## src/pkg/sdpc_consts.svh

```systemverilog
// timing counts and register layout constants for the power-down and set-point controller
`ifndef SDPC_CONSTS_SVH
`define SDPC_CONSTS_SVH

// register byte addresses
`define SDPC_ADDR_CTRL        4'h0
`define SDPC_ADDR_STATUS      4'h4
`define SDPC_ADDR_PARAM       4'h8
`define SDPC_ADDR_SWITCH      4'hC
// control register fields
`define SDPC_CTRL_WR_SEL      0
`define SDPC_CTRL_OP_SEL      1
`define SDPC_CTRL_BANK_OPEN   2
// reset value of every duplicated parameter set (unterminated, low frequency)
`define SDPC_PARAM_RESET      32'h0000_0000
// times in ns, and cycle counts derived from them at 10 ns per cycle
`define SDPC_CLK_PERIOD_NS    10
`define SDPC_EXIT_DELAY_NS    80
`define SDPC_EXIT_CYCLES      ((`SDPC_EXIT_DELAY_NS + `SDPC_CLK_PERIOD_NS - 1) / `SDPC_CLK_PERIOD_NS)
`define SDPC_SWITCH_TIME_NS   250
`define SDPC_SWITCH_CYCLES    (`SDPC_SWITCH_TIME_NS / `SDPC_CLK_PERIOD_NS)
// link clock periods of good pulse width needed before resume
`define SDPC_STABLE_PERIODS   2
// shortest gap between link clock edges counted as stopped (sys cycles)
`define SDPC_LINK_GAP_MAX     16
`endif

```

## src/pkg/sdpc_pkg.sv

```systemverilog
// types for the power-down and set-point controller
package sdpc_pkg;
   typedef enum logic [3:0] {
      SDPC_RUN      = 4'b0001,
      SDPC_PD       = 4'b0010,
      SDPC_EXIT     = 4'b0100,
      SDPC_CLKWAIT  = 4'b1000
   } sdpc_state_t;
   typedef enum logic [1:0] {
      SDPC_PD_NONE   = 2'h0,
      SDPC_PD_IDLE   = 2'h1,
      SDPC_PD_ACTIVE = 2'h2
   } sdpc_pd_kind_t;
endpackage

```

## src/verilog/sdpc_sync.sv

```systemverilog
// two flip-flop synchroniser for one level from outside the clock domain
`timescale 1ns/1ps
module sdpc_sync (
   // clock and reset
   input  wire logic i_clk_sys,
   input  wire logic i_rst_n,
   // level in and out
   input  wire logic i_async,
   output logic      o_sync
);
   logic meta;
   logic next_meta;
   logic next_sync;

   // -----------------------------
   // next values
   // -----------------------------
   always_comb begin
      next_meta = i_async;
      next_sync = meta;
   end

   // registers, meta read only by o_sync
   always_ff @(posedge i_clk_sys) begin
      if (!i_rst_n) begin
         meta   <= 1'b0;
         o_sync <= 1'b0;
      end else begin
         meta   <= next_meta;
         o_sync <= next_sync;
      end
   end
endmodule

```

## src/verilog/sdpc_top.sv

```systemverilog
// power-down, clock stop and frequency set-point control of one memory channel
// Operation
// - clock-enable low with select low enters power-down; controller avoids bursts
// - no refresh work is done while in power-down
// - power-down ends when clock-enable is registered high
// - entry with all banks idle is idle power-down, else active
// - after a clock stop with enable high, resume after two good periods plus exit delay; power-down exit waits the exit delay only
// - two copies per parameter; write-select picks the accessed copy
// - writes through the non-operating set leave live parameters unchanged
// - toggling operating-select switches all parameters together within switch time
// - duplicated set holds latencies, burst, preambles, termination, reference values
// - reset selects set zero; both sets reset to low-frequency values
//
// The implementer's own choices: the placing of the registers and the Avalon-MM slave port.
`timescale 1ns/1ps
`include "sdpc_consts.svh"
module sdpc_top
   import sdpc_pkg::*;
(
   // clock and reset
   input  wire logic        i_clk_sys,
   input  wire logic        i_rst_n,
   // memory link pins
   input  wire logic        i_true_clock_input,
   input  wire logic        i_complement_clock_input,
   input  wire logic        i_clock_gate,
   input  wire logic        i_select,
   // refresh request from the refresh scheduler
   input  wire logic        i_refresh_req,
   // avalon-mm slave
   input  wire logic [3:0]  i_avs_address,
   input  wire logic        i_avs_read,
   input  wire logic        i_avs_write,
   input  wire logic [31:0] i_avs_writedata,
   output logic [31:0]      o_avs_readdata,
   output logic             o_avs_waitrequest,
   // device state
   output logic             o_powerdown,
   output logic             o_active_pd,
   output logic             o_ready,
   output logic             o_refresh_go,
   output logic [31:0]      o_live_param
);
   // -----------------------------
   // input synchronisers
   // -----------------------------
   logic ck_t_s;
   logic ck_c_s;
   logic cke_s;
   logic cs_s;
   sdpc_sync u_sync_ckt (.i_clk_sys(i_clk_sys), .i_rst_n(i_rst_n), .i_async(i_true_clock_input), .o_sync(ck_t_s));
   sdpc_sync u_sync_ckc (.i_clk_sys(i_clk_sys), .i_rst_n(i_rst_n), .i_async(i_complement_clock_input),
                         .o_sync(ck_c_s));
   sdpc_sync u_sync_cke (.i_clk_sys(i_clk_sys), .i_rst_n(i_rst_n), .i_async(i_clock_gate), .o_sync(cke_s));
   sdpc_sync u_sync_cs  (.i_clk_sys(i_clk_sys), .i_rst_n(i_rst_n), .i_async(i_select), .o_sync(cs_s));

   // -----------------------------
   // link clock edge and health
   // -----------------------------
   logic       ck_q;
   logic [4:0] gap_cnt;
   logic [1:0] good_cnt;
   logic       ck_rise;
   logic       ck_ok;
   logic [4:0] next_gap_cnt;
   logic [1:0] next_good_cnt;

   // a period is good when both halves are seen and the gap stays short
   always_comb begin
      ck_rise       = ck_t_s & ~ck_q;
      ck_ok         = (gap_cnt < 5'(`SDPC_LINK_GAP_MAX)) && (ck_t_s != ck_c_s);
      next_gap_cnt  = (ck_t_s != ck_q) ? 5'h00 : ((gap_cnt == 5'h1F) ? gap_cnt : gap_cnt + 5'h01);
      next_good_cnt = good_cnt;
      if (!ck_ok) begin
         next_good_cnt = 2'h0;
      end else if (ck_rise && good_cnt != 2'(`SDPC_STABLE_PERIODS)) begin
         next_good_cnt = good_cnt + 2'h1;
      end
   end

   always_ff @(posedge i_clk_sys) begin
      if (!i_rst_n) begin
         ck_q     <= 1'b0;
         gap_cnt  <= 5'h1F;
         good_cnt <= 2'h0;
      end else begin
         ck_q     <= ck_t_s;
         gap_cnt  <= next_gap_cnt;
         good_cnt <= next_good_cnt;
      end
   end

   // -----------------------------
   // register file and set points
   // -----------------------------
   logic        wr_sel;
   logic        op_sel;
   logic        bank_open;
   logic [31:0] param_set [2];
   logic [31:0] live;
   logic [7:0]  sw_cnt;
   logic        next_wr_sel;
   logic        next_op_sel;
   logic        next_bank_open;
   logic [31:0] next_param_set [2];
   logic [31:0] next_live;
   logic [7:0]  next_sw_cnt;
   logic [31:0] next_rdata;
   logic        next_wait;
   logic        bus_go;

   // one wait state per access, then a single-cycle answer
   always_comb begin
      bus_go         = (i_avs_read | i_avs_write) & o_avs_waitrequest;
      next_wait      = ~bus_go;
      next_wr_sel    = wr_sel;
      next_op_sel    = op_sel;
      next_bank_open = bank_open;
      next_param_set = param_set;
      next_rdata     = o_avs_readdata;
      next_live      = live;
      next_sw_cnt    = (sw_cnt != 8'h00) ? sw_cnt - 8'h01 : sw_cnt;
      if (sw_cnt == 8'h01) begin
         next_live = param_set[op_sel];
      end
      if (bus_go && i_avs_write) begin
         unique case (i_avs_address)
            `SDPC_ADDR_CTRL: begin
               next_wr_sel    = i_avs_writedata[`SDPC_CTRL_WR_SEL];
               next_op_sel    = i_avs_writedata[`SDPC_CTRL_OP_SEL];
               next_bank_open = i_avs_writedata[`SDPC_CTRL_BANK_OPEN];
               if (i_avs_writedata[`SDPC_CTRL_OP_SEL] != op_sel) begin
                  next_sw_cnt = 8'(`SDPC_SWITCH_CYCLES);
               end
            end
            `SDPC_ADDR_PARAM: begin
               next_param_set[wr_sel] = i_avs_writedata;
               // a write in the last switch cycle must win over the copy made in that cycle
               if (wr_sel == op_sel && sw_cnt < 8'h02) begin
                  next_live = i_avs_writedata;
               end
            end
            default: begin
            end
         endcase
      end
      if (bus_go && i_avs_read) begin
         unique case (i_avs_address)
            `SDPC_ADDR_CTRL:   next_rdata = {29'h0, bank_open, op_sel, wr_sel};
            `SDPC_ADDR_STATUS: next_rdata = {26'h0, o_refresh_go, o_ready, o_active_pd, o_powerdown, ck_ok, cke_s};
            `SDPC_ADDR_PARAM:  next_rdata = param_set[wr_sel];
            `SDPC_ADDR_SWITCH: next_rdata = {24'h0, sw_cnt};
            default:           next_rdata = 32'h0000_0000;
         endcase
      end
   end

   always_ff @(posedge i_clk_sys) begin
      if (!i_rst_n) begin
         wr_sel            <= 1'b0;
         op_sel            <= 1'b0;
         bank_open         <= 1'b0;
         param_set[0]      <= `SDPC_PARAM_RESET;
         param_set[1]      <= `SDPC_PARAM_RESET;
         live              <= `SDPC_PARAM_RESET;
         sw_cnt            <= 8'h00;
         o_avs_readdata    <= 32'h0000_0000;
         o_avs_waitrequest <= 1'b1;
      end else begin
         wr_sel            <= next_wr_sel;
         op_sel            <= next_op_sel;
         bank_open         <= next_bank_open;
         param_set         <= next_param_set;
         live              <= next_live;
         sw_cnt            <= next_sw_cnt;
         o_avs_readdata    <= next_rdata;
         o_avs_waitrequest <= next_wait;
      end
   end

   // -----------------------------
   // power-down state machine
   // -----------------------------
   sdpc_state_t   state;
   sdpc_state_t   next_state;
   sdpc_pd_kind_t pd_kind;
   sdpc_pd_kind_t next_pd_kind;
   logic [3:0]    exit_cnt;
   logic [3:0]    next_exit_cnt;
   logic          cke_q;
   logic          next_ready;
   logic          next_refresh_go;

   // run, power-down, exit delay, and wait for a good clock after a stop
   always_comb begin
      next_state      = state;
      next_pd_kind    = pd_kind;
      next_exit_cnt   = exit_cnt;
      next_ready      = 1'b0;
      next_refresh_go = 1'b0;
      unique case (state)
         SDPC_RUN: begin
            next_ready      = ck_ok;
            next_refresh_go = i_refresh_req & ck_ok;
            if (!cke_s && !cs_s && cke_q) begin
               next_state   = SDPC_PD;
               next_pd_kind = bank_open ? SDPC_PD_ACTIVE : SDPC_PD_IDLE;
               // the entry cycle already shows power-down, so nothing is issued in it
               next_ready      = 1'b0;
               next_refresh_go = 1'b0;
            end else if (cke_s && !ck_ok) begin
               next_state = SDPC_CLKWAIT;
            end
         end
         SDPC_PD: begin
            next_refresh_go = 1'b0;
            if (cke_s) begin
               next_state    = SDPC_EXIT;
               next_pd_kind  = SDPC_PD_NONE;
               next_exit_cnt = 4'(`SDPC_EXIT_CYCLES);
            end
         end
         SDPC_EXIT: begin
            if (exit_cnt == 4'h1) begin
               next_state = SDPC_RUN;
            end
            next_exit_cnt = exit_cnt - 4'h1;
         end
         SDPC_CLKWAIT: begin
            if (good_cnt == 2'(`SDPC_STABLE_PERIODS)) begin
               next_state    = SDPC_EXIT;
               next_exit_cnt = 4'(`SDPC_EXIT_CYCLES);
            end
         end
      endcase
   end

   always_ff @(posedge i_clk_sys) begin
      if (!i_rst_n) begin
         state        <= SDPC_RUN;
         pd_kind      <= SDPC_PD_NONE;
         exit_cnt     <= 4'h0;
         cke_q        <= 1'b0;
         o_powerdown  <= 1'b0;
         o_active_pd  <= 1'b0;
         o_ready      <= 1'b0;
         o_refresh_go <= 1'b0;
         o_live_param <= `SDPC_PARAM_RESET;
      end else begin
         state        <= next_state;
         pd_kind      <= next_pd_kind;
         exit_cnt     <= next_exit_cnt;
         cke_q        <= cke_s;
         o_powerdown  <= (next_state == SDPC_PD);
         o_active_pd  <= (next_pd_kind == SDPC_PD_ACTIVE);
         o_ready      <= next_ready;
         o_refresh_go <= next_refresh_go;
         o_live_param <= live;
      end
   end

   // -----------------------------
   // assertions
   // -----------------------------
   a_no_pd_refresh: assert property (@(posedge i_clk_sys) disable iff (!i_rst_n)
      o_powerdown |-> !o_refresh_go) else $error("refresh issued in power-down");
   a_pd_exit_time: assert property (@(posedge i_clk_sys) disable iff (!i_rst_n)
      (state == SDPC_PD && cke_s) |=> (state == SDPC_EXIT)) else $error("power-down exit missed");
   a_pd_kind_sel: assert property (@(posedge i_clk_sys) disable iff (!i_rst_n)
      (state == SDPC_RUN && next_state == SDPC_PD) |=> (pd_kind == ($past(bank_open) ? SDPC_PD_ACTIVE : SDPC_PD_IDLE)))
      else $error("wrong power-down kind");
   a_exit_delay: assert property (@(posedge i_clk_sys) disable iff (!i_rst_n)
      (state != SDPC_EXIT ##1 state == SDPC_EXIT) |-> (state == SDPC_EXIT) [*8] ##1 state == SDPC_RUN)
      else $error("exit delay length wrong");
   a_rd_select: assert property (@(posedge i_clk_sys) disable iff (!i_rst_n)
      (bus_go && i_avs_read && i_avs_address == `SDPC_ADDR_PARAM) |=> o_avs_readdata == $past(param_set[wr_sel]))
      else $error("read from wrong set");
   a_live_keep: assert property (@(posedge i_clk_sys) disable iff (!i_rst_n)
      (bus_go && i_avs_write && i_avs_address == `SDPC_ADDR_PARAM && wr_sel != op_sel && sw_cnt == 8'h00)
      |=> $stable(live)) else $error("live set changed by other set write");
   a_switch_bound: assert property (@(posedge i_clk_sys) disable iff (!i_rst_n)
      $changed(op_sel) |-> ##[0:25] (live == param_set[op_sel])) else $error("set switch incomplete");
   a_live_follow: assert property (@(posedge i_clk_sys) disable iff (!i_rst_n)
      (bus_go && i_avs_write && i_avs_address == `SDPC_ADDR_PARAM && wr_sel == op_sel && sw_cnt == 8'h00)
      |=> (live == $past(i_avs_writedata))) else $error("live set missed operating set write");
   a_pd_entry: assert property (@(posedge i_clk_sys) disable iff (!i_rst_n)
      ($fell(cke_s) && !cs_s && state == SDPC_RUN) |=> o_powerdown) else $error("power-down entry missed");
   a_pd_ready_off: assert property (@(posedge i_clk_sys) disable iff (!i_rst_n)
      o_powerdown |-> !o_ready) else $error("ready shown in power-down");
   a_clkwait_ready: assert property (@(posedge i_clk_sys) disable iff (!i_rst_n)
      (state == SDPC_CLKWAIT) |-> !o_ready) else $error("ready shown while clock is bad");
   a_one_wait: assert property (@(posedge i_clk_sys) disable iff (!i_rst_n)
      bus_go |=> !o_avs_waitrequest ##1 o_avs_waitrequest) else $error("bus answer timing wrong");
endmodule

```

## config.mk

```make
export PLATFORM = sky130hd
export DESIGN_NAME = sdpc_top
export DESIGN_NICKNAME = d
export VERILOG_FILES = /design/src/pkg/sdpc_pkg.sv /design/src/verilog/sdpc_sync.sv /design/src/verilog/sdpc_top.sv
export VERILOG_INCLUDE_DIRS = /design/src /design/src/pkg
export SDC_FILE = /design/constraint.sdc
export NUM_CORES = 1
export LEC_CHECK = 0
export BUFFER_PORTS_ARGS = -buffer_cell sky130_fd_sc_hd__buf_4
export CAP_MARGIN = 15
export CORE_MARGIN = 3
export CORE_UTILIZATION = 45
export DETAILED_ROUTE_END_ITERATION = 7
export PLACE_DENSITY = 0.67
export SLEW_MARGIN = 25
export SYNTH_ARGS = -nofsm -noshare
export SYNTH_HDL_FRONTEND = slang
export SYNTH_SLANG_ARGS = --single-unit
```

## constraint.sdc

```tcl
create_clock -name i_clk_sys -period 1.9 [get_ports i_clk_sys]
set_input_delay 0.095 -clock i_clk_sys [delete_from_list [all_inputs] [get_ports i_clk_sys]]
set_output_delay 0.095 -clock i_clk_sys [all_outputs]
set_load 0.05 [all_outputs]
```

==> results.rst <==
.. list-table::
   :header-rows: 1

   * - Metric
     - Value
   * - Lkg Pwr
     - 4.27 nW
   * - Vias after detailed routing
     - 7,035
   * - Per-cell via count in the routed design
     - 5.21
   * - Die boundary width
     - 144 µm
   * - Worst ir drop on vdd
     - 0.000733 V
   * - Unique masters post-synth
     - 52
   * - Sequential cell area
     - 4070 µm²
   * - Synthesized cell area
     - 8550 µm²
   * - Clock tree from TritonCTS
     - built
   * - Pin count of the biggest net entering global routing
     - 96
   * - Mean instance size in the synthesized netlist
     - 9.04 µm²
   * - Library cell used as clock root buffer
     - sky130_fd_sc_hd__clkbuf_16
   * - CP Buf/Inv Count
     - 1
   * - Total DRC errors in the routed layout
     - 0
   * - Power per cell area
     - 968 nW/µm²
   * - Area of the core region
     - 18,300 µm²
   * - Number of enable-type register cells in the synthesized netlist
     - 0
   * - Number of violations reported at the end of detailed-routing iteration 0
     - 413
   * - Total global routing overflow
     - 0
   * - Worst clock skew
     - 0.00575 ns
   * - Max-slew headroom at the worst pin
     - 68.2%
   * - Pre-CTS setup slack
     - -0.0398 ns
   * - Delay-heaviest family, CP
     - simple AND/OR/NAND/NOR gates
   * - Worst Setup Start Kind
     - flip-flop
   * - Area share of the largest cell type after synthesis
     - 47.5%
   * - Top achievable clock speed
     - 569 MHz
   * - Async S/R FF share, synth
     - 0%
   * - Synthesized instance count
     - 946
   * - Yosys warnings
     - 0
   * - Slowest stage cell, crit path
     - sky130_fd_sc_hd__or4_4
   * - Number of antenna violations at the first check in global routing
     - 0
   * - Required time of the critical path
     - 2.27 ns
   * - Delay of the slowest critical-path stage
     - 0.56 ns
   * - Average wire length per cell after detail routing
     - 16.0 µm
   * - Max Fanout on Critical Path
     - 8
   * - Fill cell total of the finished layout
     - 1,617
   * - Level count of the clock H-tree
     - 1
   * - RSZ-0062 raised after global routing
     - false
   * - Full die area
     - 20,700 µm²
   * - Leading cell types by total area after synthesis
     - sky130_fd_sc_hd__dfxtp_1, sky130_fd_sc_hd__mux2_2, sky130_fd_sc_hd__nand2_1
   * - Post-detailed-routing wire length
     - 21,500 µm
   * - Primary flip-flop cell chosen by synthesis mapping
     - sky130_fd_sc_hd__dfxtp_1
   * - Total of endpoints with negative setup slack in the final report
     - 0
   * - Combinational fraction of design power
     - 17.6%
   * - Deepest clock path buffer count
     - 3
   * - Net switching fraction of the power
     - 25.7%
   * - Crit path DAT
     - 2.13 ns
   * - Wire length of the first global-routing pass
     - 35,200 µm
   * - Die boundary height
     - 144 µm
   * - Max-Cap Viols
     - 0
   * - Ordered cell list for the critical path
     - nor3_2, nand3_1, or4_4, buf_4, nand2_2, a21oi_2
   * - Placer congestion estimate
     - 0.870
   * - Area leader, netlist
     - sky130_fd_sc_hd__dfxtp_1
   * - Count of boundary I/O pins
     - 114
   * - Period minus WS final
     - 1.76 ns
   * - CTS sink cnt
     - 203
   * - Min Hold Slack
     - 0.160 ns
   * - Vias in the first global route
     - 6,980
   * - Antenna-violating nets left
     - 0
   * - Starting density of the core
     - 46.7%
   * - Class of the tightest hold or removal check
     - in -> reg
   * - Number of buffers created by CTS
     - 22
   * - DP Wirelength
     - 13,800 µm
   * - Slew of the pin with the lowest slew margin
     - 0.471 ns
   * - Proportion of layout cells with a drive suffix above 1
     - 27.8%
   * - Net count, final
     - 1,160
   * - Number of nets in the synthesized netlist
     - 1,000
   * - Total negative slack for setup checks
     - 0 ns
   * - Fin. Hold Viols
     - 0
   * - Total Routing Usage GR
     - 20.8%
   * - Clock network fraction of total power
     - 39.4%
   * - Post-synthesis register bit count
     - 203
   * - Relative contribution of sequential cells to total power
     - 43.0%
   * - Worst setup slack after layout
     - 0.142 ns
   * - Total internal power
     - 0.00789 W
   * - # diodes
     - 0
   * - Buffers on Ports
     - 113
   * - Area growth from synthesis to layout
     - 28.2%
   * - Status
     - finished, final reports clean
   * - Area used by multi-input combinational logic
     - 4170 µm²
   * - Critical Path Sink Type
     - flip-flop
   * - Standard-cell rows
     - 49
   * - Net switching power figure
     - 0.00272 W
   * - Post-route clock period utilization
     - 92.5%
   * - Clk pin slew, worst setup/hold paths
     - 0.06 ns
   * - Post-CTS setup buffer count
     - 0
   * - Fin. max-slew vios
     - 0
   * - Sequential element share of the synthesized area
     - 47.5%
   * - Insertion delay of the later-clocked pin in the worst-skew pair
     - 0.49 ns
   * - Drt first pass iters
     - 5
   * - CP Class
     - reg -> reg
==> cells in the final DEF, fill, tap and decap left out, drive strengths merged, types with 12 or more instances in the layout <==
master         n
o21ai         12
buf          158
a21oi        111
nand2        219
inv           13
nor2          59
clkbuf        36
and2          44
a2bb2oi       24
mux2i         37
dlygate4sd3   42
dfxtp        203
mux2          68
==> worst paths after layout <==
| check | startpoint | end | slack [ns] | cells after the start |
|---|---|---|---|---|
| hold reg to reg | u_sync_cs.meta | u_sync_cs.o_sync | 0.43 | 1 |
| setup / recovery | sw_cnt[6] | live[4] | 0.14 | 6 |
| setup reg to reg | sw_cnt[6] | live[4] | 0.14 | 6 |
| hold / removal | i_avs_address[3] | o_avs_readdata[6] | 0.16 | 4 |
==> stage by stage <==
| step | util (%) | area [µm²] | std cells | total power [W] |
|---|---|---|---|---|
| 3_3_place_gp | 53.6 | 9830 | 1269 | 0.00641 |
| 4_1_cts | 59.8 | 11000 | 1349 | 0.0107 |
| 6_report | 59.8 | 11000 | 1349 | 0.0106 |
| 5_1_grt | 59.8 | 11000 | 1349 | 0.0111 |
| 3_5_place_dp | 53.6 | 9830 | 1269 | 0.00644 |
| 2_1_floorplan | - | 8560 | 946 | 0.00578 |
==> area by class of cell <==
cell class | instances | share of cell area, %
Tap cell | 229 | 2.61
Clock inverter | 2 | 0.320
Inverter | 13 | 0.468
Multi-Input combinational cell | 666 | 38.0
Clock buffer | 36 | 6.15
Timing Repair Buffer | 200 | 15.3
Sequential cell | 203 | 37.1
==> logic make-up (layout without fill, tap and decap cells) <==
kind of cell	count (synthesis)	after routing	synth area share, %
simple gates	365	365	19.8
flops	203	203	47.5
compound gates	172	172	12.3
mux	106	106	13.5
buf+inv	77	251	4.10
xor+xnor	14	14	1.43
fa+ha+maj	9	9	1.32
==> power by group through the flow <==
stage / clock network, W / registers, W / logic, W
3_5_place_dp: 0 / 0.00466 / 0.00178
3_3_place_gp: 0 / 0.00465 / 0.00176
2_1_floorplan: 0 / 0.00469 / 0.00109
5_1_grt: 0.00443 / 0.00458 / 0.00205
6_report: 0.00418 / 0.00456 / 0.00187
4_1_cts: 0.00427 / 0.00456 / 0.00187
==> tightest hold or removal path: stages <==
cell                      delay, ns
sky130_fd_sc_hd__buf_4         0.11
sky130_fd_sc_hd__buf_4         0.22
sky130_fd_sc_hd__a32oi_1       0.12
sky130_fd_sc_hd__nor2_1        0.07
==> synthesized netlist by cell type, types with 4 or more instances <==
cell / number
sky130_fd_sc_hd__dfxtp_1: 203
sky130_fd_sc_hd__nand2_1: 189
sky130_fd_sc_hd__a21oi_1: 101
sky130_fd_sc_hd__mux2_2: 68
sky130_fd_sc_hd__nor2_1: 59
sky130_fd_sc_hd__and2_1: 44
sky130_fd_sc_hd__clkbuf_1: 44
sky130_fd_sc_hd__mux2i_1: 37
sky130_fd_sc_hd__nand2_2: 30
sky130_fd_sc_hd__a2bb2oi_1: 24
sky130_fd_sc_hd__inv_1: 12
sky130_fd_sc_hd__o21ai_0: 12
sky130_fd_sc_hd__a21oi_2: 10
sky130_fd_sc_hd__ha_1: 9
sky130_fd_sc_hd__nand3_1: 9
sky130_fd_sc_hd__buf_1: 8
sky130_fd_sc_hd__buf_2: 8
sky130_fd_sc_hd__xnor2_1: 8
sky130_fd_sc_hd__nor3_1: 7
sky130_fd_sc_hd__a22oi_1: 6
sky130_fd_sc_hd__xor2_1: 6
sky130_fd_sc_hd__nand2b_1: 4
sky130_fd_sc_hd__o211ai_1: 4
==> layer usage <==
metal  global-route usage, %  share of wire [%]  vias up
met5                       0                  0        -
met4                    4.86                2.1        0
met3                    2.66                4.1       37
met2                    35.2                 47      157
met1                    28.4                 47     3329
li1                        -                  -     3512
==> state kept, by name (all words and copies together) (netlist names), 4 cells and up <==
register	count
param_set	64
live	32
o_avs_readdata	32
o_live_param	32
sw_cnt	8
gap_cnt	5
exit_cnt	4
state	4
==> what timing repair did <==
action | in CTS | in global routing
hold buffers | 42 | 0
setup endpoints to repair | 32 | 0
hold endpoints to repair | 106 | 0
resized for setup | 1 | 0
Power figures use the tool's default switching activity.
